File: config.mk
export PLATFORM = sky130hd
export DESIGN_NAME = lch_line_cmd
export DESIGN_NICKNAME = d
export VERILOG_FILES = /design/src/lch_pkg.sv /design/src/lch_line_cmd.sv
export SDC_FILE = /design/constraint.sdc
export NUM_CORES = 1
export LEC_CHECK = 0
export ABC_AREA = 1
export BUFFER_PORTS_ARGS = -buffer_cell sky130_fd_sc_hd__buf_2
export CAP_MARGIN = 20
export CORE_ASPECT_RATIO = 0.75
export CORE_MARGIN = 5
export CORE_UTILIZATION = 40
export CTS_CLUSTER_SIZE = 8
export DETAILED_ROUTE_END_ITERATION = 12
export GPL_ROUTABILITY_DRIVEN = 0
export SLEW_MARGIN = 20
export SYNTH_ARGS = -nofsm -noshare
export SYNTH_HDL_FRONTEND = slang
export SYNTH_SLANG_ARGS = --single-unit
export TNS_END_PERCENT = 100
File: constraint.sdc
create_clock -name clk -period 2.17 [get_ports clk]
set_clock_uncertainty 0.1 [all_clocks]
set_input_delay 0.217 -clock clk [delete_from_list [all_inputs] [get_ports clk]]
set_output_delay 0.217 -clock clk [all_outputs]
set_load 0.01 [all_outputs]
File: src/lch_pkg.sv
package lch_pkg;

   // ==========================================================
   // sizes
   localparam int LCH_LINES = 4;
   localparam int LCH_LINE_W = 2;
   localparam int LCH_ADDR_W = 8;
   localparam int LCH_TMR_W = 32;
   localparam int LCH_CFG_W = 7;

   // ==========================================================
   // timing
   localparam longint unsigned LCH_CLK_PERIOD_NS = 4;
   localparam longint unsigned LCH_CHAR_TIME_NS = 100000000;   // one character time
   localparam int unsigned LCH_CHAR_CYC = int'(LCH_CHAR_TIME_NS / LCH_CLK_PERIOD_NS);

   // ==========================================================
   // register byte addresses
   localparam logic [7:0] LCH_A_CMD = 8'h00;
   localparam logic [7:0] LCH_A_HALT = 8'h04;
   localparam logic [7:0] LCH_A_STATUS = 8'h08;
   localparam logic [7:0] LCH_A_SDATA = 8'h0C;
   localparam logic [7:0] LCH_A_CFG0 = 8'h10;
   localparam logic [7:0] LCH_A_LSTATE = 8'h20;

   // register field positions
   localparam int LCH_CMD_LINE_LSB = 8;
   localparam int LCH_ST_LINE_LSB = 8;
   localparam int LCH_ST_VALID_BIT = 16;
   localparam int LCH_SD_VALID_BIT = 8;
   localparam int LCH_LS_BUSY_LSB = 4;
   localparam int LCH_LS_PEND_LSB = 8;

   // per-line configuration fields
   localparam int LCH_CFG_TYPE_LSB = 0;
   localparam int LCH_CFG_ACALL = 3;
   localparam int LCH_CFG_STASEL = 4;
   localparam int LCH_CFG_TWAIT = 5;
   localparam int LCH_CFG_INTR = 6;

   // ==========================================================
   // line types
   localparam logic [2:0] LCH_TT_VEN1 = 3'h0;
   localparam logic [2:0] LCH_TT_VEN2 = 3'h1;
   localparam logic [2:0] LCH_TT_TEL2 = 3'h2;
   localparam logic [2:0] LCH_TT_TEL1 = 3'h3;
   localparam logic [2:0] LCH_TT_BSYNC = 3'h4;

   // ==========================================================
   // command codes
   localparam logic [7:0] LCH_C_TEST = 8'h00;
   localparam logic [7:0] LCH_C_WRITE = 8'h01;
   localparam logic [7:0] LCH_C_READ = 8'h02;
   localparam logic [7:0] LCH_C_NOOP = 8'h03;
   localparam logic [7:0] LCH_C_SENSE = 8'h04;
   localparam logic [7:0] LCH_C_PREPARE = 8'h06;
   localparam logic [7:0] LCH_C_POLL = 8'h09;
   localparam logic [7:0] LCH_C_INHIBIT = 8'h0A;
   localparam logic [7:0] LCH_C_BREAK = 8'h0D;
   localparam logic [7:0] LCH_C_SEARCH = 8'h0E;
   localparam logic [7:0] LCH_C_ADDPREP = 8'h0F;
   localparam logic [7:0] LCH_C_SETMODE = 8'h23;
   localparam logic [7:0] LCH_C_ENABLE = 8'h27;
   localparam logic [7:0] LCH_C_DIAL = 8'h29;
   localparam logic [7:0] LCH_C_DISABLE = 8'h2F;

   // ending status and sense bits
   localparam logic [7:0] LCH_ST_END = 8'h0C;   // channel end and device end
   localparam logic [7:0] LCH_ST_UC = 8'h02;    // unit check
   localparam logic [7:0] LCH_SNS_CREJ = 8'h80;
   localparam logic [7:0] LCH_SNS_IREQ = 8'h40;

   // ==========================================================
   // carriers
   typedef struct packed {
      logic [LCH_LINES-1:0] break_rx;
      logic [LCH_LINES-1:0] line_open;
      logic [LCH_LINES-1:0] acall_power;
      logic [LCH_LINES-1:0] acall_present;
      logic [LCH_LINES-1:0] xfer_done;
   } lch_line_in_s;

   typedef struct packed {
      logic [LCH_LINES-1:0] active;
      logic [LCH_LINES-1:0] enabled;
   } lch_line_out_s;

   typedef struct packed {
      logic [LCH_LINES-1:0]                 enable;
      logic [LCH_LINES-1:0]                 busy;
      logic [LCH_LINES-1:0][7:0]            cmd;
      logic [LCH_LINES-1:0][7:0]            sense;
      logic [LCH_LINES-1:0][7:0]            stat;
      logic [LCH_LINES-1:0]                 pend;
      logic [LCH_LINES-1:0][LCH_CFG_W-1:0]  cfg;
      logic [LCH_LINES-1:0][LCH_TMR_W-1:0]  open_cnt;
      logic [7:0]                           sdata;
      logic                                 sdata_valid;
      logic [LCH_LINE_W-1:0]                rd_line;
      logic                                 rd_hit;
      logic [31:0]                          prdata;
   } lch_state_s;

endpackage

File: src/lch_line_cmd.sv
`timescale 1ns/1ps
// Overview of operation
// - halt on a busy line stops its data transfers and frees the channel at once
// - halt on an idle line frees the channel and presents no status
// - enable sets the line's enable latch, no data moves
// - disable clears the line's enable latch, no data moves
// - sense returns exactly one byte, the line's sense field
// - start/stop: search, break on vendor types, poll on telegraph types rejected
// - start/stop: add-prepare and set-mode always rejected
// - start/stop dial rejected on vendor II, telegraph I, or without auto-calling
// - any unimplemented command code is rejected
// - bsync: read, poll, prepare, enable, disable, set-mode rejected in transparent wait
// - bsync: dial rejected in transparent wait or without auto-calling
// - bsync: break and inhibit always rejected
// - bsync: search, add-prepare rejected in transparent wait or without station selection
// - telegraph I write/prepare/search, telegraph II break on disabled line: intervention
// - vendor I write with interrupt terminal: received break raises intervention
// - start/stop read, inhibit, poll: line open over one character time raises intervention
// - telegraph I search: not enabled or open too long raises intervention
// - dial: auto-calling set powered off or absent raises intervention
// - each new command clears sense, except no-op, halt, test and sense
module lch_line_cmd
   import lch_pkg::*;
#(
   parameter int unsigned CHAR_CYCLES = LCH_CHAR_CYC
) (
   input  wire logic                  clk,
   input  wire logic                  rst_n,
   input  wire logic                  psel,
   input  wire logic                  penable,
   input  wire logic                  pwrite,
   input  wire logic [LCH_ADDR_W-1:0] paddr,
   input  wire logic [31:0]           pwdata,
   output logic      [31:0]           prdata,
   output logic                       pready,
   output logic                       pslverr,
   input  wire lch_line_in_s          line_in,
   output lch_line_out_s              line_out
);

   // ==========================================================
   // command classification
   function automatic logic is_known(input logic [7:0] c);
      case (c)
         LCH_C_TEST, LCH_C_WRITE, LCH_C_READ, LCH_C_NOOP, LCH_C_SENSE,
         LCH_C_PREPARE, LCH_C_POLL, LCH_C_INHIBIT, LCH_C_BREAK, LCH_C_SEARCH,
         LCH_C_ADDPREP, LCH_C_SETMODE, LCH_C_ENABLE, LCH_C_DIAL,
         LCH_C_DISABLE: is_known = 1'b1;
         default:       is_known = 1'b0;
      endcase
   endfunction

   // commands that run on and keep the line busy until ended
   function automatic logic is_long(input logic [7:0] c);
      is_long = !(c == LCH_C_TEST || c == LCH_C_NOOP || c == LCH_C_SENSE ||
                  c == LCH_C_ENABLE || c == LCH_C_DISABLE);
   endfunction

   function automatic logic [2:0] ttype(input logic [LCH_CFG_W-1:0] cf);
      ttype = cf[LCH_CFG_TYPE_LSB +: 3];
   endfunction

   // command reject decision for a line of the given configuration
   function automatic logic rejects(input logic [7:0] c, input logic [LCH_CFG_W-1:0] cf);
      logic [2:0] t;
      logic       ven;
      logic       tel;
      logic       tw;
      logic       ac;
      logic       ss;
      t = ttype(cf);
      ven = (t == LCH_TT_VEN1) || (t == LCH_TT_VEN2);
      tel = (t == LCH_TT_TEL1) || (t == LCH_TT_TEL2);
      tw = cf[LCH_CFG_TWAIT];
      ac = cf[LCH_CFG_ACALL];
      ss = cf[LCH_CFG_STASEL];
      rejects = 1'b0;
      if (!is_known(c)) begin
         rejects = 1'b1;
      end else if (t != LCH_TT_BSYNC) begin
         case (c)
            LCH_C_SEARCH:  rejects = ven;
            LCH_C_BREAK:   rejects = ven;
            LCH_C_POLL:    rejects = tel;
            LCH_C_ADDPREP,
            LCH_C_SETMODE: rejects = 1'b1;
            LCH_C_DIAL:    rejects = (t == LCH_TT_VEN2) || (t == LCH_TT_TEL1) || !ac;
            default:       rejects = 1'b0;
         endcase
      end else begin
         case (c)
            LCH_C_READ, LCH_C_POLL, LCH_C_PREPARE, LCH_C_ENABLE,
            LCH_C_DISABLE, LCH_C_SETMODE: rejects = tw;
            LCH_C_DIAL:    rejects = tw || !ac;
            LCH_C_BREAK,
            LCH_C_INHIBIT: rejects = 1'b1;
            LCH_C_SEARCH,
            LCH_C_ADDPREP: rejects = tw || !ss;
            default:       rejects = 1'b0;
         endcase
      end
   endfunction

   // intervention found already when the command is accepted
   function automatic logic ir_at_start(input logic [7:0] c, input logic [LCH_CFG_W-1:0] cf,
                                        input logic en, input logic pwr, input logic att);
      logic [2:0] t;
      t = ttype(cf);
      ir_at_start = 1'b0;
      if (t == LCH_TT_TEL1 && !en &&
          (c == LCH_C_WRITE || c == LCH_C_PREPARE || c == LCH_C_SEARCH))
         ir_at_start = 1'b1;
      if (t == LCH_TT_TEL1 && !en && (c == LCH_C_READ || c == LCH_C_INHIBIT))
         ir_at_start = 1'b1;
      if (t == LCH_TT_TEL2 && !en && c == LCH_C_BREAK)
         ir_at_start = 1'b1;
      if (c == LCH_C_DIAL && (!pwr || !att))
         ir_at_start = 1'b1;
   endfunction

   // commands during which an open line is timed
   function automatic logic watch_open(input logic [7:0] c, input logic [LCH_CFG_W-1:0] cf);
      logic [2:0] t;
      t = ttype(cf);
      watch_open = (t != LCH_TT_BSYNC &&
                    (c == LCH_C_READ || c == LCH_C_INHIBIT || c == LCH_C_POLL)) ||
                   (t == LCH_TT_TEL1 && c == LCH_C_SEARCH);
   endfunction

   // ==========================================================
   // bus decode
   lch_state_s            s_r;
   lch_state_s            s_nxt;
   logic                  setup;
   logic                  acc;
   logic                  wr;
   logic                  rd;
   logic                  aligned;
   logic                  hit_cfg;
   logic                  hit_cmd;
   logic                  hit_halt;
   logic                  hit_ro;
   logic                  mapped;
   logic [LCH_LINE_W-1:0] cfg_idx;
   logic [LCH_LINE_W-1:0] cmd_line;
   logic [LCH_LINE_W-1:0] halt_line;
   logic [7:0]            cmd_code;
   logic                  cmd_refused;

   assign setup = psel && !penable;
   assign acc = psel && penable;
   assign aligned = (paddr[1:0] == 2'h0);
   assign hit_cfg = aligned && (paddr[LCH_ADDR_W-1:LCH_LINE_W+2] ==
                                LCH_A_CFG0[LCH_ADDR_W-1:LCH_LINE_W+2]);
   assign hit_cmd = (paddr == LCH_A_CMD);
   assign hit_halt = (paddr == LCH_A_HALT);
   assign hit_ro = (paddr == LCH_A_STATUS) || (paddr == LCH_A_SDATA) ||
                   (paddr == LCH_A_LSTATE);
   assign mapped = hit_cfg || hit_cmd || hit_halt || hit_ro;
   assign cfg_idx = paddr[LCH_LINE_W+1:2];
   assign cmd_line = pwdata[LCH_CMD_LINE_LSB +: LCH_LINE_W];
   assign halt_line = pwdata[LCH_LINE_W-1:0];
   assign cmd_code = pwdata[7:0];
   // a line still busy or holding unread status takes no new command
   assign cmd_refused = hit_cmd && (s_r.busy[cmd_line] || s_r.pend[cmd_line]);
   assign wr = acc && pwrite && mapped && !hit_ro && !cmd_refused;
   assign rd = acc && !pwrite && mapped;

   // zero wait states; error on unmapped, read-only write or refused command
   assign pready = 1'b1;
   assign pslverr = acc && (!mapped || (pwrite && hit_ro) || (pwrite && cmd_refused));
   assign prdata = s_r.prdata;
   assign line_out.active = s_r.busy;
   assign line_out.enabled = s_r.enable;

   // ==========================================================
   // next state
   always_comb begin
      s_nxt = s_r;
      // read side effects first so that a set in the same cycle wins
      if (rd && paddr == LCH_A_STATUS && s_r.rd_hit)
         s_nxt.pend[s_r.rd_line] = 1'b0;
      if (rd && paddr == LCH_A_SDATA)
         s_nxt.sdata_valid = 1'b0;
      if (wr && hit_cfg)
         s_nxt.cfg[cfg_idx] = pwdata[LCH_CFG_W-1:0];

      for (int i = 0; i < LCH_LINES; i++) begin
         // running commands: open-line timer, break, normal end
         if (s_r.busy[i]) begin
            if (watch_open(s_r.cmd[i], s_r.cfg[i]) && line_in.line_open[i]) begin
               s_nxt.open_cnt[i] = s_r.open_cnt[i] + LCH_TMR_W'(1);
            end else begin
               s_nxt.open_cnt[i] = '0;
            end
            if (s_r.open_cnt[i] == LCH_TMR_W'(CHAR_CYCLES)) begin
               s_nxt.sense[i] = s_r.sense[i] | LCH_SNS_IREQ;
               s_nxt.stat[i] = LCH_ST_END | LCH_ST_UC;
               s_nxt.pend[i] = 1'b1;
               s_nxt.busy[i] = 1'b0;
            end else if (s_r.cmd[i] == LCH_C_WRITE && ttype(s_r.cfg[i]) == LCH_TT_VEN1 &&
                         s_r.cfg[i][LCH_CFG_INTR] && line_in.break_rx[i]) begin
               s_nxt.sense[i] = s_r.sense[i] | LCH_SNS_IREQ;
               s_nxt.stat[i] = LCH_ST_END | LCH_ST_UC;
               s_nxt.pend[i] = 1'b1;
               s_nxt.busy[i] = 1'b0;
            end else if (line_in.xfer_done[i]) begin
               s_nxt.stat[i] = LCH_ST_END;
               s_nxt.pend[i] = 1'b1;
               s_nxt.busy[i] = 1'b0;
            end
         end

         // halt: always frees the channel; status only if a command ran
         if (wr && hit_halt && halt_line == LCH_LINE_W'(i)) begin
            if (s_r.busy[i]) begin
               s_nxt.busy[i] = 1'b0;
               s_nxt.open_cnt[i] = '0;
               s_nxt.stat[i] = LCH_ST_END;
               s_nxt.pend[i] = 1'b1;
            end else begin
               s_nxt.pend[i] = s_nxt.pend[i];
            end
         end

         // new command; refused ones never reach here
         if (wr && hit_cmd && cmd_line == LCH_LINE_W'(i)) begin
            if (!(cmd_code == LCH_C_NOOP || cmd_code == LCH_C_TEST ||
                  cmd_code == LCH_C_SENSE))
               s_nxt.sense[i] = '0;
            s_nxt.pend[i] = 1'b1;
            s_nxt.stat[i] = LCH_ST_END;
            if (rejects(cmd_code, s_r.cfg[i])) begin
               s_nxt.sense[i] = LCH_SNS_CREJ;
               s_nxt.stat[i] = LCH_ST_END | LCH_ST_UC;
            end else if (ir_at_start(cmd_code, s_r.cfg[i], s_r.enable[i],
                                     line_in.acall_power[i], line_in.acall_present[i])) begin
               s_nxt.sense[i] = LCH_SNS_IREQ;
               s_nxt.stat[i] = LCH_ST_END | LCH_ST_UC;
            end else if (cmd_code == LCH_C_ENABLE) begin
               s_nxt.enable[i] = 1'b1;
            end else if (cmd_code == LCH_C_DISABLE) begin
               s_nxt.enable[i] = 1'b0;
            end else if (cmd_code == LCH_C_SENSE) begin
               s_nxt.sdata = s_r.sense[i];
               s_nxt.sdata_valid = 1'b1;
            end else if (is_long(cmd_code)) begin
               s_nxt.busy[i] = 1'b1;
               s_nxt.pend[i] = 1'b0;
               s_nxt.cmd[i] = cmd_code;
               s_nxt.open_cnt[i] = '0;
            end
         end
      end

      // read data is captured in the setup phase
      if (setup) begin
         s_nxt.prdata = '0;
         s_nxt.rd_hit = 1'b0;
         s_nxt.rd_line = '0;
         if (paddr == LCH_A_STATUS) begin
            // lowest line with unread status is presented first
            for (int j = LCH_LINES - 1; j >= 0; j--) begin
               if (s_r.pend[j]) begin
                  s_nxt.rd_hit = 1'b1;
                  s_nxt.rd_line = LCH_LINE_W'(j);
               end
            end
            if (s_nxt.rd_hit) begin
               s_nxt.prdata[7:0] = s_r.stat[s_nxt.rd_line];
               s_nxt.prdata[LCH_ST_LINE_LSB +: LCH_LINE_W] = s_nxt.rd_line;
               s_nxt.prdata[LCH_ST_VALID_BIT] = 1'b1;
            end
         end else if (paddr == LCH_A_SDATA) begin
            s_nxt.prdata[7:0] = s_r.sdata;
            s_nxt.prdata[LCH_SD_VALID_BIT] = s_r.sdata_valid;
         end else if (paddr == LCH_A_LSTATE) begin
            s_nxt.prdata[LCH_LINES-1:0] = s_r.enable;
            s_nxt.prdata[LCH_LS_BUSY_LSB +: LCH_LINES] = s_r.busy;
            s_nxt.prdata[LCH_LS_PEND_LSB +: LCH_LINES] = s_r.pend;
         end else if (hit_cfg) begin
            s_nxt.prdata[LCH_CFG_W-1:0] = s_r.cfg[cfg_idx];
         end
      end
   end

   // ==========================================================
   // state register
   always_ff @(posedge clk or negedge rst_n) begin
      if (!rst_n) begin
         s_r <= '0;
      end else begin
         s_r <= s_nxt;
      end
   end

endmodule

-- After elaboration in Yosys (flattened, before gate mapping)
Memory sizes are Yosys's and may differ from the RTL's.
Cells that the tools add are included.
Widths: inputs -> output; s select.
- memories kept: 4
- logic and storage cells: 610
- output and inout port bits: 42
- bits in read-only memories: 256
- register bits after elaboration: 289
- memories (name ; words ; width ; read ports ; clocked after memory_dff ; write ports ; RTL line ; text):
    (name not given) ; 64 ; 1 ; 1 ; 0 ; 0 ; lch_line_cmd.sv:44 ; case (c)
    (name not given) ; 64 ; 1 ; 1 ; 0 ; 0 ; lch_line_cmd.sv:44 ;
    (name not given) ; 64 ; 1 ; 1 ; 0 ; 0 ; lch_line_cmd.sv:44 ;
    (name not given) ; 64 ; 1 ; 1 ; 0 ; 0 ; lch_line_cmd.sv:44 ;
- muxes and demuxes: 305
- bitwise operators: 14
- add/sub/neg operators: 4
- reductions and logical operators: 181
- equality and inequality tests: 65
- magnitude comparators: 6
- operators with widths (kind ; count):
    $mux 32 ; 39
    $mux 8 ; 45
    $mux 41 ; 5
    $mux 9 ; 20
    $eq 8x4->1 const B ; 19
    $mux 1 ; 144
    $add 32x1->32 const B ; 4
    $eq 32x25->1 const B ; 4
    $mux 7 ; 16
    $logic_and 1x1->1 ; 77
    $logic_or 1x1->1 ; 55
    $eq 8x2->1 const B ; 6
    $eq 8x1->1 const B ; 5
    $eq 8x6->1 const B ; 5
    $pmux 1 s4 ; 8
    $bwmux 28 ; 1
    $reduce_and 7->1 ; 4
    $logic_not 1->1 ; 25
    $eq 3x2->1 const B ; 8
    $eq 8x3->1 const B ; 3
    $mux 3 ; 8
    $mux 10 ; 2
    $mux 2 ; 9
    $bmux 8 s2 ; 1
    23 further kinds ; 62

-- Longest topological paths before layout
- word-level depth: 36
- depth in mapped cells: 19
- gate-level depth less buffers: 18

-- Worst setup path after synthesis
OpenSTA, ideal clock, no wires.
- kind: reg-to-reg
- start point: reg s_r (netlist bit line_out[7])
- end point: reg s_r[119] (netlist name)
- library setup time: 0.128 ns
- required time: 1.942 ns
- arrival: 1.911 ns
- period minus slack after synthesis: 2.139 ns
- path slack: 0.031 ns
- cell stages (with the launch flop): 13
- cells stage by stage: dfrtp_1 > buf_2 > o21ai_1 > nand2_1 > nor2_1 > nand4_4 > nor2_4 > nand3_2 > nor2_4 > nand2_1 > inv_2 > buf_4 > a21oi_1
- RTL lines (element ; RTL line ; text):
    start, declared ; lch_line_cmd.sv:132 ; lch_state_s s_r;
    start signal, assigned ; lch_line_cmd.sv:293 ; s_r <= s_nxt;

==> reports/summary.txt <==
outcome: complete, but fails checks
failing checks: negative setup slack
initial antenna violation count: 3
final worst slack: -0.0681 ns
Seq pwr share: 0.449
most frequent CP cell: nand2_2
final period utilization: 1.03
Starting Density: 0.407
CP endpoint kind: register
footprint of the multi-input gates: 9070 µm²
cell area after layout: 21800 µm²
switching share of total power: 0.226
worst-margin pin slew: 0.596 ns
gr ovfl total: 0
Die Span Y: 184 µm
Critical Path Fanout Max: 4
WP data arrival: 2.60 ns
Hold WC Path Type: in2reg
WL per Instance: 17.6 µm
VDD IR-drop max: 0.000423 V
critical path class: reg2reg
number of global-route vias before repair: 15300
CP Capture Point: s_r[158]$_DFF_PN0_
P_sw: 2.50 mW
WL final: 53900 µm
core footprint: 39600 µm²
first-pass GRT wire length: 81100 µm
DP Area: 18600 µm²
kind of start point of the critical path: register
number of synthesized register bits: 264
number of fill cells: 3664
Final Critical Period: 2.24 ns
Via Count: 16600
CTS tree: done
clock latency on the worst-skew pair: 0.53 ns
Routed Antenna Nets: 0
Vias per Instance: 5.41
r2r startpoint: s_r[141]$_DFF_PN0_
maximum clock frequency: 0.447 GHz
Final #Nets: 2617
crit path max-delay cell type: dfrtp_1
R2R depth: 12
H-tree depth: 2
Die Width: 242 µm
largest net degree at the start of global routing: 56
largest area contributor in the netlist: dfrtp_1
Hold Vio Cnt, Final: 0
CTS Root Cell: clkbuf_16
drt first pass iters: 6
detailed placement HPWL: 37000 µm
clock share of power: 0.507
Yosys top cell area share: 0.410
Seq. cell area: 6610 µm²
Tot Pwr: 11.0 mW
P_int: 8.55 mW
total die area: 44500 µm²
# DRC: 0
required time worst endpoint: 2.54 ns
Top FF cell, synth: dfrtp_1
Yosys Warn Count: 0
combinational share of power: 0.044
gr usage total: 0.221
cts bufs inserted: 39
Final Hold Slack: 0.0257 ns
final setup vio count: 37
max-cap violation count: 0
Synth async-reset ratio: 1.00
clk buf depth: 3
r2r setup slk: -0.07 ns
Critical Path Source: s_r[141]$_DFF_PN0_
Initial DRC Count: 1818
relative slew slack: 0.599
clk slew on worst S/H paths: 0.05 ns
setup repair after global routing missed its margin: true
CTS Sinks: 264
worst r2r dst: s_r[158]$_DFF_PN0_
area grow syn2layout: 35.3%
synthesized area per cell: 7.33 µm²
EDFF count, synth: 0
Cells after Synth: 2198
pins over their slew limit: 0
cell area after synthesis: 16100 µm²
CP Cell Sequence: ha_2 -> nand2_2 -> nor2_2 -> nand2_2 -> nor2_2 -> nand2_2 -> nor3_4 -> nand3_2 -> buf_4 -> xor2_1 -> or2_4 -> a21oi_2
slowest stage delay, CP: 0.38 ns
Pleak: 11.3 nW
Rows: 63
Synth area leaders: dfrtp_1 (41%), nand2_1 (11%), inv_1 (6.3%), nor2_1 (5.4%), a21oi_1 (4.0%)
PwrDens: 506 nW/µm²
count of input and output buffers: 64
Synth cell types: 56
layout cells sized above 1: 0.286
sequential element share of the synthesized area: 0.410
Ports: 107
==> power groups by stage <==
stage / logic (mW) / clock network [mW] / registers (mW)
after floorplan: 0.181 / 0 / 5.03
after detailed placement: 0.465 / 0 / 5.03
after global placement: 0.461 / 0 / 5.03
after CTS: 0.482 / 5.73 / 4.95
after global routing: 0.538 / 5.92 / 4.95
final: 0.489 / 5.60 / 4.95
==> placed cells by master, fill, tap and decap left out, types with 13 or more instances in the layout <==
cell type and count:
nand4_1 61, nor3_1 52, a21oi_2 42, inv_1 260, xor2_1 68, clkbuf_16 54
nand3_2 15, nor2_4 38, o22ai_1 32, o21ai_1 26, or2_2 16, nor2_2 40
conb_1 20, nor3_2 19, nor4_1 21, nor3_4 13, nand3_1 107, buf_4 254
buf_2 62, a21oi_1 87, buf_6 23, nor2_1 173, o21ai_0 82, dfrtp_1 261
buf_12 15, nand2_2 33, nand2_1 458, inv_2 22
==> state kept, by name (all words and copies together), names as in the netlist <==
register,cells
s_r,244
prdata,12
line_out,8
==> per-stage QoR <==
| step | setup slack (ns) | cells | utilization | TNS (ns) |
|---|---|---|---|---|
| final | -0.0681 | 3067 | 0.550 | -0.717 |
| after global routing | -0.168 | 3067 | 0.550 | -10.93 |
| after CTS | -0.0448 | 3011 | 0.504 | -0.0879 |
| after detailed placement | -0.450 | 2948 | 0.469 | -50.32 |
| after global placement | -0.388 | 2948 | 0.469 | -41.19 |
| after floorplan | 0.0313 | 2216 | - | 0 |
==> critical path: cells and delay by family, from the launching register on <==
| family | cells | cell delay (ns) |
|---|---|---|
| xor+xnor | 1 | 0.13 |
| fa+ha+maj | 1 | 0.20 |
| buf+inv | 1 | 0.17 |
| compound gates | 1 | 0.12 |
| flops | 1 | 0.38 |
| simple gates | 8 | 1.05 |
==> cell families after synthesis <==
logic type	Yosys count	share of synthesized area
compound gates	348	0.124
xor+xnor	79	0.0429
fa+ha+maj	12	0.00932
buf+inv	388	0.104
flops	264	0.410
other cells	2	0.000466
simple gates	1105	0.309
==> metal layers <==
layer | vias up | part of all wire | track usage
met5 | - | 0.00013 | 0
met4 | 2 | 0.030 | 0.0694
met3 | 126 | 0.082 | 0.0422
met2 | 650 | 0.43 | 0.321
met1 | 7972 | 0.46 | 0.332
li1 | 7850 | - | -
==> cell type report <==
cell class,count,share of cell area
antenna,2,0.000229
inverter,291,0.0524
clock buffer,45,0.0477
tap,520,0.0298
multi-input combinational,1564,0.416
timing repair buffer,380,0.150
clock inverter,1,0.00138
sequential,264,0.303
==> worst min path at each step <==
stage,from,to,slack [ns],cells after the start
6_report,pwdata[6],s_r[199]$_DFFE_PN0P_,0.03,4
5_1_grt,pwdata[3],line_out[1]$_DFFE_PN0P_,0.03,3
4_1_cts,pwdata[6],s_r[199]$_DFFE_PN0P_,0.007,4
3_5_place_dp,rst_n,s_r[134]$_DFF_PN0_,0.08,1
3_3_place_gp,rst_n,s_r[132]$_DFF_PN0_,0.07,1
2_1_floorplan,rst_n,line_out[0]$_DFFE_PN0P_,-0.18,0
==> timing repair <==
item | in CTS | in global routing
buffers inserted | 10 | 35
pin swaps | 22 | 97
endpoints found under the hold margin | 239 | 0
cloned | 0 | 20
hold buffers | 7 | 0
endpoints found under the setup margin | 143 | 189
resized for setup | 45 | 306
==> Yosys cell counts, types with 3 or more instances <==
cell type,n
nand2_1,493
inv_1,271
dfrtp_1,264
nor2_1,233
a21oi_1,130
nand3_1,121
o21ai_0,89
nor3_1,79
xor2_1,69
nand4_1,61
buf_4,54
o22ai_1,34
nor4_1,31
clkbuf_1,29
o21ai_1,23
or2_2,20
a22oi_1,17
inv_2,17
a31oi_1,14
buf_2,13
ha_1,12
nand3b_1,11
nand2_2,10
xnor2_1,10
nor2_2,9
nor2_4,9
o211ai_1,9
nor3b_1,8
o31ai_1,6
nand3_2,5
nor3_2,5
or2_0,5
a41oi_1,3
o2111ai_1,3
Power figures use the tool's default switching activity.
